--- config.mk ---
export PLATFORM = sky130hd
export DESIGN_NAME = cpu_speed_power_control
export DESIGN_NICKNAME = d
export VERILOG_FILES = /design/src/cpu_speed_power_pkg.sv /design/src/cpu_speed_power_control.sv
export SDC_FILE = /design/constraint.sdc
export NUM_CORES = 1
export LEC_CHECK = 0
export BUFFER_PORTS_ARGS = -buffer_cell sky130_fd_sc_hd__buf_2
export CAP_MARGIN = 15
export CORE_ASPECT_RATIO = 1.5
export CORE_UTILIZATION = 30
export DETAILED_ROUTE_END_ITERATION = 12
export PLACE_DENSITY_LB_ADDON = 0.3
export SLEW_MARGIN = 20
export SYNTH_ARGS = -nofsm -noshare
export SYNTH_HDL_FRONTEND = slang
export SYNTH_SLANG_ARGS = --single-unit
--- constraint.sdc ---
create_clock -name i_clock -period 1.65 [get_ports i_clock]
set_input_delay 0.33 -clock i_clock [delete_from_list [all_inputs] [get_ports i_clock]]
set_output_delay 0.33 -clock i_clock [all_outputs]
set_load 0.02 [all_outputs]
--- src/cpu_speed_power_pkg.sv ---
// Constants for the core speed and power control block.
// Assumes an 8-bit special-function register space on the core side.
package cpu_speed_power_pkg;

    // ********************************************************************
    // Register addresses
    // ********************************************************************
    localparam logic [7:0] addr_power_control = 8'h87;
    localparam logic [7:0] addr_core_speed_control = 8'h9d;
    localparam logic [7:0] addr_speed_exit_mask = 8'h9e;
    localparam logic [7:0] addr_powerdown_exit_mask = 8'h9f;

    // ********************************************************************
    // Field positions and reset values
    // ********************************************************************
    localparam int speed_burst_pos = 3;
    localparam int pc_baud_double_pos = 7;
    localparam int pc_flag_high_pos = 3;
    localparam int pc_flag_low_pos = 2;
    localparam int pc_power_down_pos = 1;
    localparam int pc_idle_pos = 0;
    localparam logic [7:0] speed_reset = 8'h00;
    localparam logic [7:0] mask_reset = 8'h00;
    localparam logic [7:0] power_reset = 8'h00;
    localparam logic [7:0] speed_writable = 8'h0f;
    localparam logic [7:0] power_writable = 8'h8f;

    // ********************************************************************
    // Speed codes and divider counts
    // ********************************************************************
    localparam logic [2:0] speed_full = 3'h0;
    localparam logic [2:0] speed_div4 = 3'h1;
    localparam logic [2:0] speed_div16 = 3'h2;
    localparam logic [2:0] speed_div64 = 3'h3;
    localparam logic [2:0] speed_div256 = 3'h4;
    localparam logic [2:0] speed_div1024 = 3'h5;
    localparam logic [9:0] div_last_4 = 10'h003;
    localparam logic [9:0] div_last_16 = 10'h00f;
    localparam logic [9:0] div_last_64 = 10'h03f;
    localparam logic [9:0] div_last_256 = 10'h0ff;
    localparam logic [9:0] div_last_1024 = 10'h3ff;
    localparam logic [9:0] div_reset = 10'h000;

    typedef enum logic [1:0] {
        burst_run,
        burst_halt
    } burst_state_t;

endpackage

--- src/cpu_speed_power_control.sv ---
// Core clock speed, burst and power state control with its four registers.
// Assumes the core issues single-cycle register reads and writes on i_clock
// and that interrupt lines are already synchronous to i_clock, active low.
`timescale 1ns/1ps

module cpu_speed_power_control
    import cpu_speed_power_pkg::*;
(
    input wire logic i_clock,
    input wire logic i_rst,
    input wire logic [7:0] i_reg_addr,
    input wire logic [7:0] i_reg_wdata,
    input wire logic i_reg_write,
    input wire logic i_reg_read,
    input wire logic [7:0] i_interrupt_lines_upper,
    input wire logic i_interrupt_line_zero,
    input wire logic i_enabled_interrupt_active,
    input wire logic i_instruction_done,
    input wire logic i_oscillator_config_sysclk_keep,
    output logic [7:0] o_reg_rdata,
    output logic o_core_clock_enable,
    output logic o_periph_clock_enable,
    output logic o_system_clock_enable,
    output logic o_memory_standby,
    output logic o_baud_double_bit,
    output logic o_power_down,
    output logic o_idle
);

    // ********************************************************************
    // State
    // ********************************************************************
    logic [7:0] core_speed_control;
    logic [7:0] speed_exit_mask;
    logic [7:0] powerdown_exit_mask;
    logic [7:0] power_control;
    logic [9:0] div_count;
    burst_state_t burst_state;
    logic [7:0] next_core_speed_control;
    logic [7:0] next_speed_exit_mask;
    logic [7:0] next_powerdown_exit_mask;
    logic [7:0] next_power_control;
    logic [9:0] next_div_count;
    burst_state_t next_burst_state;
    logic [7:0] next_reg_rdata;
    logic [7:0] line_active;
    logic speed_exit;
    logic pd_exit;
    logic [9:0] div_last;
    logic div_tick;
    logic burst_on;
    logic slowed;
    logic pd_on;
    logic idle_on;

    // ********************************************************************
    // Interrupt exits
    // ********************************************************************
    // Bit 0 of each mask watches line zero; bits 7 to 1 watch lines 7 to 1.
    // The interrupt enable registers are deliberately not consulted here.
    assign line_active = ~{i_interrupt_lines_upper[6:0], i_interrupt_line_zero};
    assign speed_exit = |(line_active & speed_exit_mask);
    assign pd_exit = |(line_active & powerdown_exit_mask);

    // ********************************************************************
    // Divider
    // ********************************************************************
    always_comb begin
        case (core_speed_control[2:0])
            speed_div4: div_last = div_last_4;
            speed_div16: div_last = div_last_16;
            speed_div64: div_last = div_last_64;
            speed_div256: div_last = div_last_256;
            speed_div1024: div_last = div_last_1024;
            default: div_last = div_reset;
        endcase
    end

    // Reserved codes fall to full speed rather than an undefined ratio.
    assign slowed = (div_last != div_reset);
    assign burst_on = core_speed_control[speed_burst_pos] && slowed;
    assign div_tick = (div_count == div_last);
    assign pd_on = power_control[pc_power_down_pos];
    assign idle_on = power_control[pc_idle_pos] && !pd_on;

    // ********************************************************************
    // Next-state logic
    // ********************************************************************
    always_comb begin
        next_core_speed_control = core_speed_control;
        next_speed_exit_mask = speed_exit_mask;
        next_powerdown_exit_mask = powerdown_exit_mask;
        next_power_control = power_control;
        next_div_count = div_count;
        next_burst_state = burst_state;
        next_reg_rdata = 8'h00;

        if (i_reg_write) begin
            if (i_reg_addr == addr_core_speed_control) begin
                next_core_speed_control = i_reg_wdata & speed_writable;
            end else if (i_reg_addr == addr_speed_exit_mask) begin
                next_speed_exit_mask = i_reg_wdata;
            end else if (i_reg_addr == addr_powerdown_exit_mask) begin
                next_powerdown_exit_mask = i_reg_wdata;
            end else if (i_reg_addr == addr_power_control) begin
                next_power_control = i_reg_wdata & power_writable;
            end
        end

        // Exits are applied after the write so a coincident write cannot mask them.
        if (speed_exit) begin
            next_core_speed_control = speed_reset;
        end
        if (pd_exit) begin
            next_power_control[pc_power_down_pos] = 1'b0;
        end
        if (i_enabled_interrupt_active) begin
            next_power_control[pc_idle_pos] = 1'b0;
        end

        if (i_reg_read) begin
            if (i_reg_addr == addr_core_speed_control) begin
                next_reg_rdata = core_speed_control & speed_writable;
            end else if (i_reg_addr == addr_speed_exit_mask) begin
                next_reg_rdata = speed_exit_mask;
            end else if (i_reg_addr == addr_powerdown_exit_mask) begin
                next_reg_rdata = powerdown_exit_mask;
            end else if (i_reg_addr == addr_power_control) begin
                next_reg_rdata = power_control & power_writable;
            end
        end

        // Burst keeps the same counter as plain division, so a full
        // instruction is followed by a halt of one whole divider period.
        case (burst_state)
            burst_run: begin
                next_div_count = div_reset;
                if (burst_on && i_instruction_done) begin
                    next_burst_state = burst_halt;
                end
            end
            burst_halt: begin
                next_div_count = div_count + 10'h001;
                if (!burst_on || div_tick) begin
                    next_burst_state = burst_run;
                    next_div_count = div_reset;
                end
            end
            default: begin
                next_burst_state = burst_run;
            end
        endcase
        if (!burst_on && slowed) begin
            next_div_count = div_tick ? div_reset : div_count + 10'h001;
        end else if (!slowed) begin
            next_div_count = div_reset;
        end
    end

    // ********************************************************************
    // Registers
    // ********************************************************************
    always_ff @(posedge i_clock) begin
        if (i_rst) begin
            core_speed_control <= speed_reset;
            speed_exit_mask <= mask_reset;
            powerdown_exit_mask <= mask_reset;
            power_control <= power_reset;
            div_count <= div_reset;
            burst_state <= burst_run;
            o_reg_rdata <= 8'h00;
        end else begin
            core_speed_control <= next_core_speed_control;
            speed_exit_mask <= next_speed_exit_mask;
            powerdown_exit_mask <= next_powerdown_exit_mask;
            power_control <= next_power_control;
            div_count <= next_div_count;
            burst_state <= next_burst_state;
            o_reg_rdata <= next_reg_rdata;
        end
    end

    // ********************************************************************
    // Clock enables
    // ********************************************************************
    always_comb begin
        if (pd_on) begin
            o_core_clock_enable = 1'b0;
        end else if (idle_on) begin
            o_core_clock_enable = 1'b0;
        end else if (burst_on) begin
            o_core_clock_enable = (burst_state == burst_run);
        end else if (slowed) begin
            o_core_clock_enable = div_tick;
        end else begin
            o_core_clock_enable = 1'b1;
        end
    end

    // The system clock never sees the divider; only power-down can stop it.
    assign o_periph_clock_enable = !pd_on;
    assign o_system_clock_enable = !pd_on || i_oscillator_config_sysclk_keep;
    assign o_memory_standby = burst_on && (burst_state == burst_halt);
    assign o_baud_double_bit = power_control[pc_baud_double_pos];
    assign o_power_down = pd_on;
    assign o_idle = idle_on;

endmodule

# Word-level counts from Yosys, hierarchy flattened
# Cells that the tools add are included.
[totals] register_bits=45 word_cells=70
[classes] eq_ne=14 n_reduce_logical=21 add_sub_neg=1 muxes=17 bitwise=7
[ops] cell="$pmux W10 S5" count=1
[ops] cell="$mux W10" count=4
[ops] cell="$eq A8 B8 Y1 const B" count=4
[ops] cell="$mux W8" count=3
[ops] cell="$pmux W10 S2" count=1
[ops] cell="$reduce_or A9 Y1" count=2
[ops] cell="$and A8 B8 Y8" count=2
[ops] cell="$add A10 B1 Y10 const B" count=1
[ops] cell="$eq A10 B10 Y1" count=1
[ops] cell="$reduce_bool A10 Y1" count=1
[ops] cell="$not A8 Y8" count=1
[ops] cell="$eq A3 B2 Y1 const B" count=2
[ops] cell="$eq A3 B3 Y1 const B" count=2
[ops] cell="$logic_and A1 B1 Y1" count=5
[ops] cell="$reduce_and A5 Y1" count=1
[ops] cell="$mux W1" count=4
[ops] cell="$mux W2" count=2
[ops] cell="$mux W4" count=1
[ops] cell="$ne A2 B2 Y1 const B" count=2
[ops] cell="$ne A4 B1 Y1 const B" count=1
[ops] cell="$not A1 Y1" count=4
[ops] cell="$pmux W2 S2" count=1
[ops] cell="$reduce_and A2 Y1" count=2
[ops] cell="$reduce_and A4 Y1" count=1
[ops] cell="8 further kinds" count=11

# Logic depth before layout (Yosys ltp)
[depth] ltp_word=10 mapped_depth=6 depth_no_buf=5

# Worst setup path after synthesis
# Ideal clock, no wire load.
[synth_path] kind="reg2out" from="register core_speed_control[0]" to="output port o_core_clock_enable" path_buffers=0 path_slack_ns=-0.278 arrival_time_ns=1.598 t_required_ns=1.320 path_stages_with_launch=6 cell_sequence="dfxtp_1 -> or3_1 -> a2111oi_2 -> o21ai_1 -> nor2_1 -> o31a_1"
[synth_between] elab_chain_cells=7 word_cells_on_any_way=13 classes_between="eq/ne: 6; mux: 5; reduce/logical: 2"
[synth_rtl] element="from (decl)" line="cpu_speed_power_control.sv:33" text="logic [7:0] core_speed_control;"
[synth_rtl] element="from (signal assigned)" line="cpu_speed_power_control.sv:165" text="core_speed_control <= speed_reset;"
[synth_rtl] element="from (signal assigned)" line="cpu_speed_power_control.sv:173" text="core_speed_control <= next_core_speed_control;"
[synth_rtl] element="$eq A3 B3 Y1 (tied with other cells)" line="cpu_speed_power_control.sv:69" text="case (core_speed_control[2:0])"
[synth_rtl] element="$pmux W10 S5 (*)" line="cpu_speed_power_control.sv:69"
[synth_rtl] element="$eq A10 B10 Y1 / $reduce_bool A10 Y1 (equally long branches)" line="cpu_speed_power_control.sv:82, cpu_speed_power_control.sv:80"
[synth_rtl] element="$mux W1 / $logic_and A1 B1 Y1 (equally long branches)" line="cpu_speed_power_control.sv:193, cpu_speed_power_control.sv:81"
[synth_rtl] element="$mux W1 (*)" line="cpu_speed_power_control.sv:191" text="end else if (burst_on) begin"
[synth_rtl] element="$mux W1 (*)" line="cpu_speed_power_control.sv:189" text="end else if (idle_on) begin"
[synth_rtl] element="$mux W1 (*)" line="cpu_speed_power_control.sv:187" text="if (pd_on) begin"
[synth_rtl] element="to (decl)" line="cpu_speed_power_control.sv:21" text="output logic o_core_clock_enable,"
# Mark *: on every way between the ends. The rest lies on a longest branch, timed or not.

# Final worst setup path
[layout_path] from="register div_count[1]" to="output port o_core_clock_enable"
[layout_between] elab_chain_cells=5
[layout_rtl] element="from (decl)" line="cpu_speed_power_control.sv:37" text="logic [9:0] div_count;"
[layout_rtl] element="from (signal assigned)" line="cpu_speed_power_control.sv:169" text="div_count <= div_reset;"
[layout_rtl] element="from (signal assigned)" line="cpu_speed_power_control.sv:177" text="div_count <= next_div_count;"
[layout_rtl] element="$eq A10 B10 Y1" line="cpu_speed_power_control.sv:82" text="assign div_tick = (div_count == div_last);"
[layout_rtl] element="$mux W1" line="cpu_speed_power_control.sv:193" text="end else if (slowed) begin"
[layout_rtl] element="$mux W1" line="cpu_speed_power_control.sv:191"
[layout_rtl] element="$mux W1" line="cpu_speed_power_control.sv:189"
[layout_rtl] element="$mux W1" line="cpu_speed_power_control.sv:187"
# Every way passes these cells.

==> metrics.md <==
| Metric | Value |
|---|---|
| Failing checks | setup timing |
| Syn Inst Count | 257 |
| Leakage | 1.17 nW |
| Iter 0 DRT Violations | 77 |
| Post-synth top area cell | dfxtp_1 |
| Pwr Total | 0.00190 W |
| Period utilization | 1.33 |
| Critical path class | flop to primary output |
| Max Buffers Root-to-Sink | 2 |
| Area Growth Syn to Fin | 35.1% |
| Root Buffer | clkbuf_8 |
| Unrepaired setup endpoints after global routing | yes |
| Status | finished, violations left |
| Final setup fails | 10 |
| Vias in the first global route | 2069 |
| Ys async rst share | 0 |
| Antenna violations before repair | 0 |
| # diodes | 0 |
| CTS tree | built |
| Flops & latches, synth | 44 |
| Post-synthesis average cell area | 8.21 sq um |
| Post-Layout Cell Count | 418 |
| First-pass GRT wire length | 9690 um |
| Post-Synth XOR/XNOR Area | 0.0332 |
| Worst Skew | 0.0108 ns |
| Clock slew seen by the registers of the worst setup and hold paths | 0.09 ns |
| Simple-gate share of the synthesized area | 0.284 |
| Crit path cell chain | or3_4 -> a2111oi_4 -> o21ai_1 -> nor2_1 -> o31a_1 -> buf_4 |
| DP Wirelength | 4640 um |
| Setup TNS Final | -0.935 ns |
| Nets | 372 |
| Pins Over Slew Limit | 0 |
| Yosys warns | 0 |
| Die height | 105 um |
| Post-Syn Area | 2110 sq um |
| Number of max-cap violations | 0 |
| Antenna Nets Post-Route | 0 |
| Share of cells above drive strength 1 | 0.332 |
| GRT Residual Overflow | 0 |
| I/O pin cnt | 47 |
| Compound-Gate Fraction of Synth Area | 0.183 |
| Slowest stage cell, crit path | or3_4 |
| Fraction of the mapped netlist area in adder cells | 0.00593 |
| Pin count of the biggest net entering global routing | 15 |
| Worst skew pair latency | 0.30 ns |
| Die span in x | 70.5 um |
| Netlist cell types | 47 |
| WL final | 5940 um |
| GP Congestion | 0.853 |
| Dpl cells | 408 |
| CTS H-tree lvls | 2 |
| Post-synth top area share | 0.418 |
| DR pass1 iterations | 4 |
| Mux cell area share after synthesis | 0.0285 |
| Inserted Clock Buffers | 5 |
| Main flop type after synthesis | dfxtp_1 |
| Fmax | 0.457 GHz |
| Total Routing Usage GR | 0.168 |
| Util after Layout | 0.416 |
| Die ar. | 7380 sq um |
| Core ar. | 6850 sq um |
| Post-synthesis sequential area ratio | 0.418 |
| Number of core rows | 37 |
| CP top delay family | compound AO/OA/AOI/OAI gates |
| Hold Fails Final Rpt | 0 |
| Syn Nets | 290 |
| Worst-path fanout max | 2 |
| Peak supply drop | 0.513 mV |
| Routed vias | 2104 |
| Port Buffer Count | 45 |
| Critical path launch point type | flop |
| Min cycle time layout | 2.19 ns |
| Initial Utilization | 0.308 |
| R2r setup slk | -0.06 ns |
| Least-Margin Pin Slew | 0.357 ns |
| Max transition margin | 0.761 |
| Data arrival, critical path | 1.86 ns |
| Largest family of logic cells by synthesized area | simple AND/OR/NAND/NOR gates |
| Power Density | 665 nW/um^2 |
| DR WL/cell | 14.2 um |
| Place WS | -0.271 ns |
| Setup ws final | -0.538 ns |
| Worst hold path type | input port to flop |
| DRC | 0 |
| DR vias/cell | 5.03 |
| Cells taking the most area after synthesis | dfxtp_1 (42%), nand2_1 (7.5%), a21oi_1 (6.9%) |
| Number of synthesized flops with an enable pin | 0 |
| Clk sink count | 44 |
| Crit-path max cell delay | 0.40 ns |
| Worst Setup End Kind | primary output |
| Buf/Inv on CP | 1 |
| Required @ worst endpoint | 1.32 ns |
-- synth_stat cells (all sizes together), types with 2 or more instances --
master / count
a2111oi: 2
a21oi: 29
a221oi: 6
a222oi: 3
a22o: 2
and2: 3
buf: 7
clkbuf: 5
dfxtp: 44
inv: 13
mux2i: 6
nand2: 42
nand3: 27
nand4: 2
nor2: 18
nor2b: 2
nor3: 5
nor4: 4
o211ai: 2
o21ai: 6
or3: 2
xor2: 7
-- metal layers --
layer,GRT usage,vias to the layer above,share of wire
li1,-,1077,-
met1,0.177,972,0.40
met2,0.322,47,0.56
met3,0.0280,8,0.030
met4,0.0685,0,0.015
met5,0,-,0
-- layout by cell type (no fill, tap or decap), drive strengths merged, types with 7 or more instances in the layout --
cell type and instances:
buf 87, dfxtp 44, nand2 42, a21oi 29, nand3 27, nor2 18, inv 13, xor2 7
clkbuf 7
-- cell families after synthesis --
logic type,count (synthesis)
muxes,6
DFF,44
adders and majority gates,1
AOI/OAI and AO/OA,57
xor gates and xnor gates,8
and+or+nand+nor,116
buffers and inverters,25
-- layout make-up --
type	instances	area, sq um
clock buffer	7	86.3
clock inverter	1	7.51
fill	726	4000
inverter	13	48.8
multi-input combinational	188	1160
sequential	44	890
tap	78	97.6
timing repair buffer	87	561
-- registers in the layout, indices dropped and copies added (netlist names) --
register             count
div_count               10
o_reg_rdata              8
powerdown_exit_mask      8
speed_exit_mask          8
power_control            5
core_speed_control       4
burst_state              1
-- worst paths after layout --
kind,start,to,cells past startpoint
max,div_count[1]$_SDFF_PP0_,o_core_clock_enable,6
min,i_enabled_interrupt_active,power_control[0]$_SDFFE_PP0P_,2
max reg2reg,div_count[1]$_SDFF_PP0_,div_count[2]$_SDFF_PP0_,6
min reg2reg,power_control[2]$_SDFFE_PP0P_,power_control[2]$_SDFFE_PP0P_,2
-- power by group --
part | internal [W] | switching [W] | leakage (nW)
registers | 0.00106 | 0.000000724 | 0.357
clock network | 0.000341 | 0.000379 | 0.0445
logic | 0.0000481 | 0.0000663 | 0.766
total | 0.00145 | 0.000446 | 1.17
-- timing repair --
action	4_1_cts	5_1_grt
hold buffers	0	0
pin swaps	9	2
setup endpoints to repair	10	11
buffers inserted	3	0
gates resized for setup	14	4
-- metrics by stage --
step	hold WS, ns	instance area, sq um
floorplan	0.407	2120
global placement	0.443	2680
detailed placement	0.455	2680
CTS	0.176	2840
global route	0.156	2850
finish	0.182	2850
(Power assumes the default switching activity.)
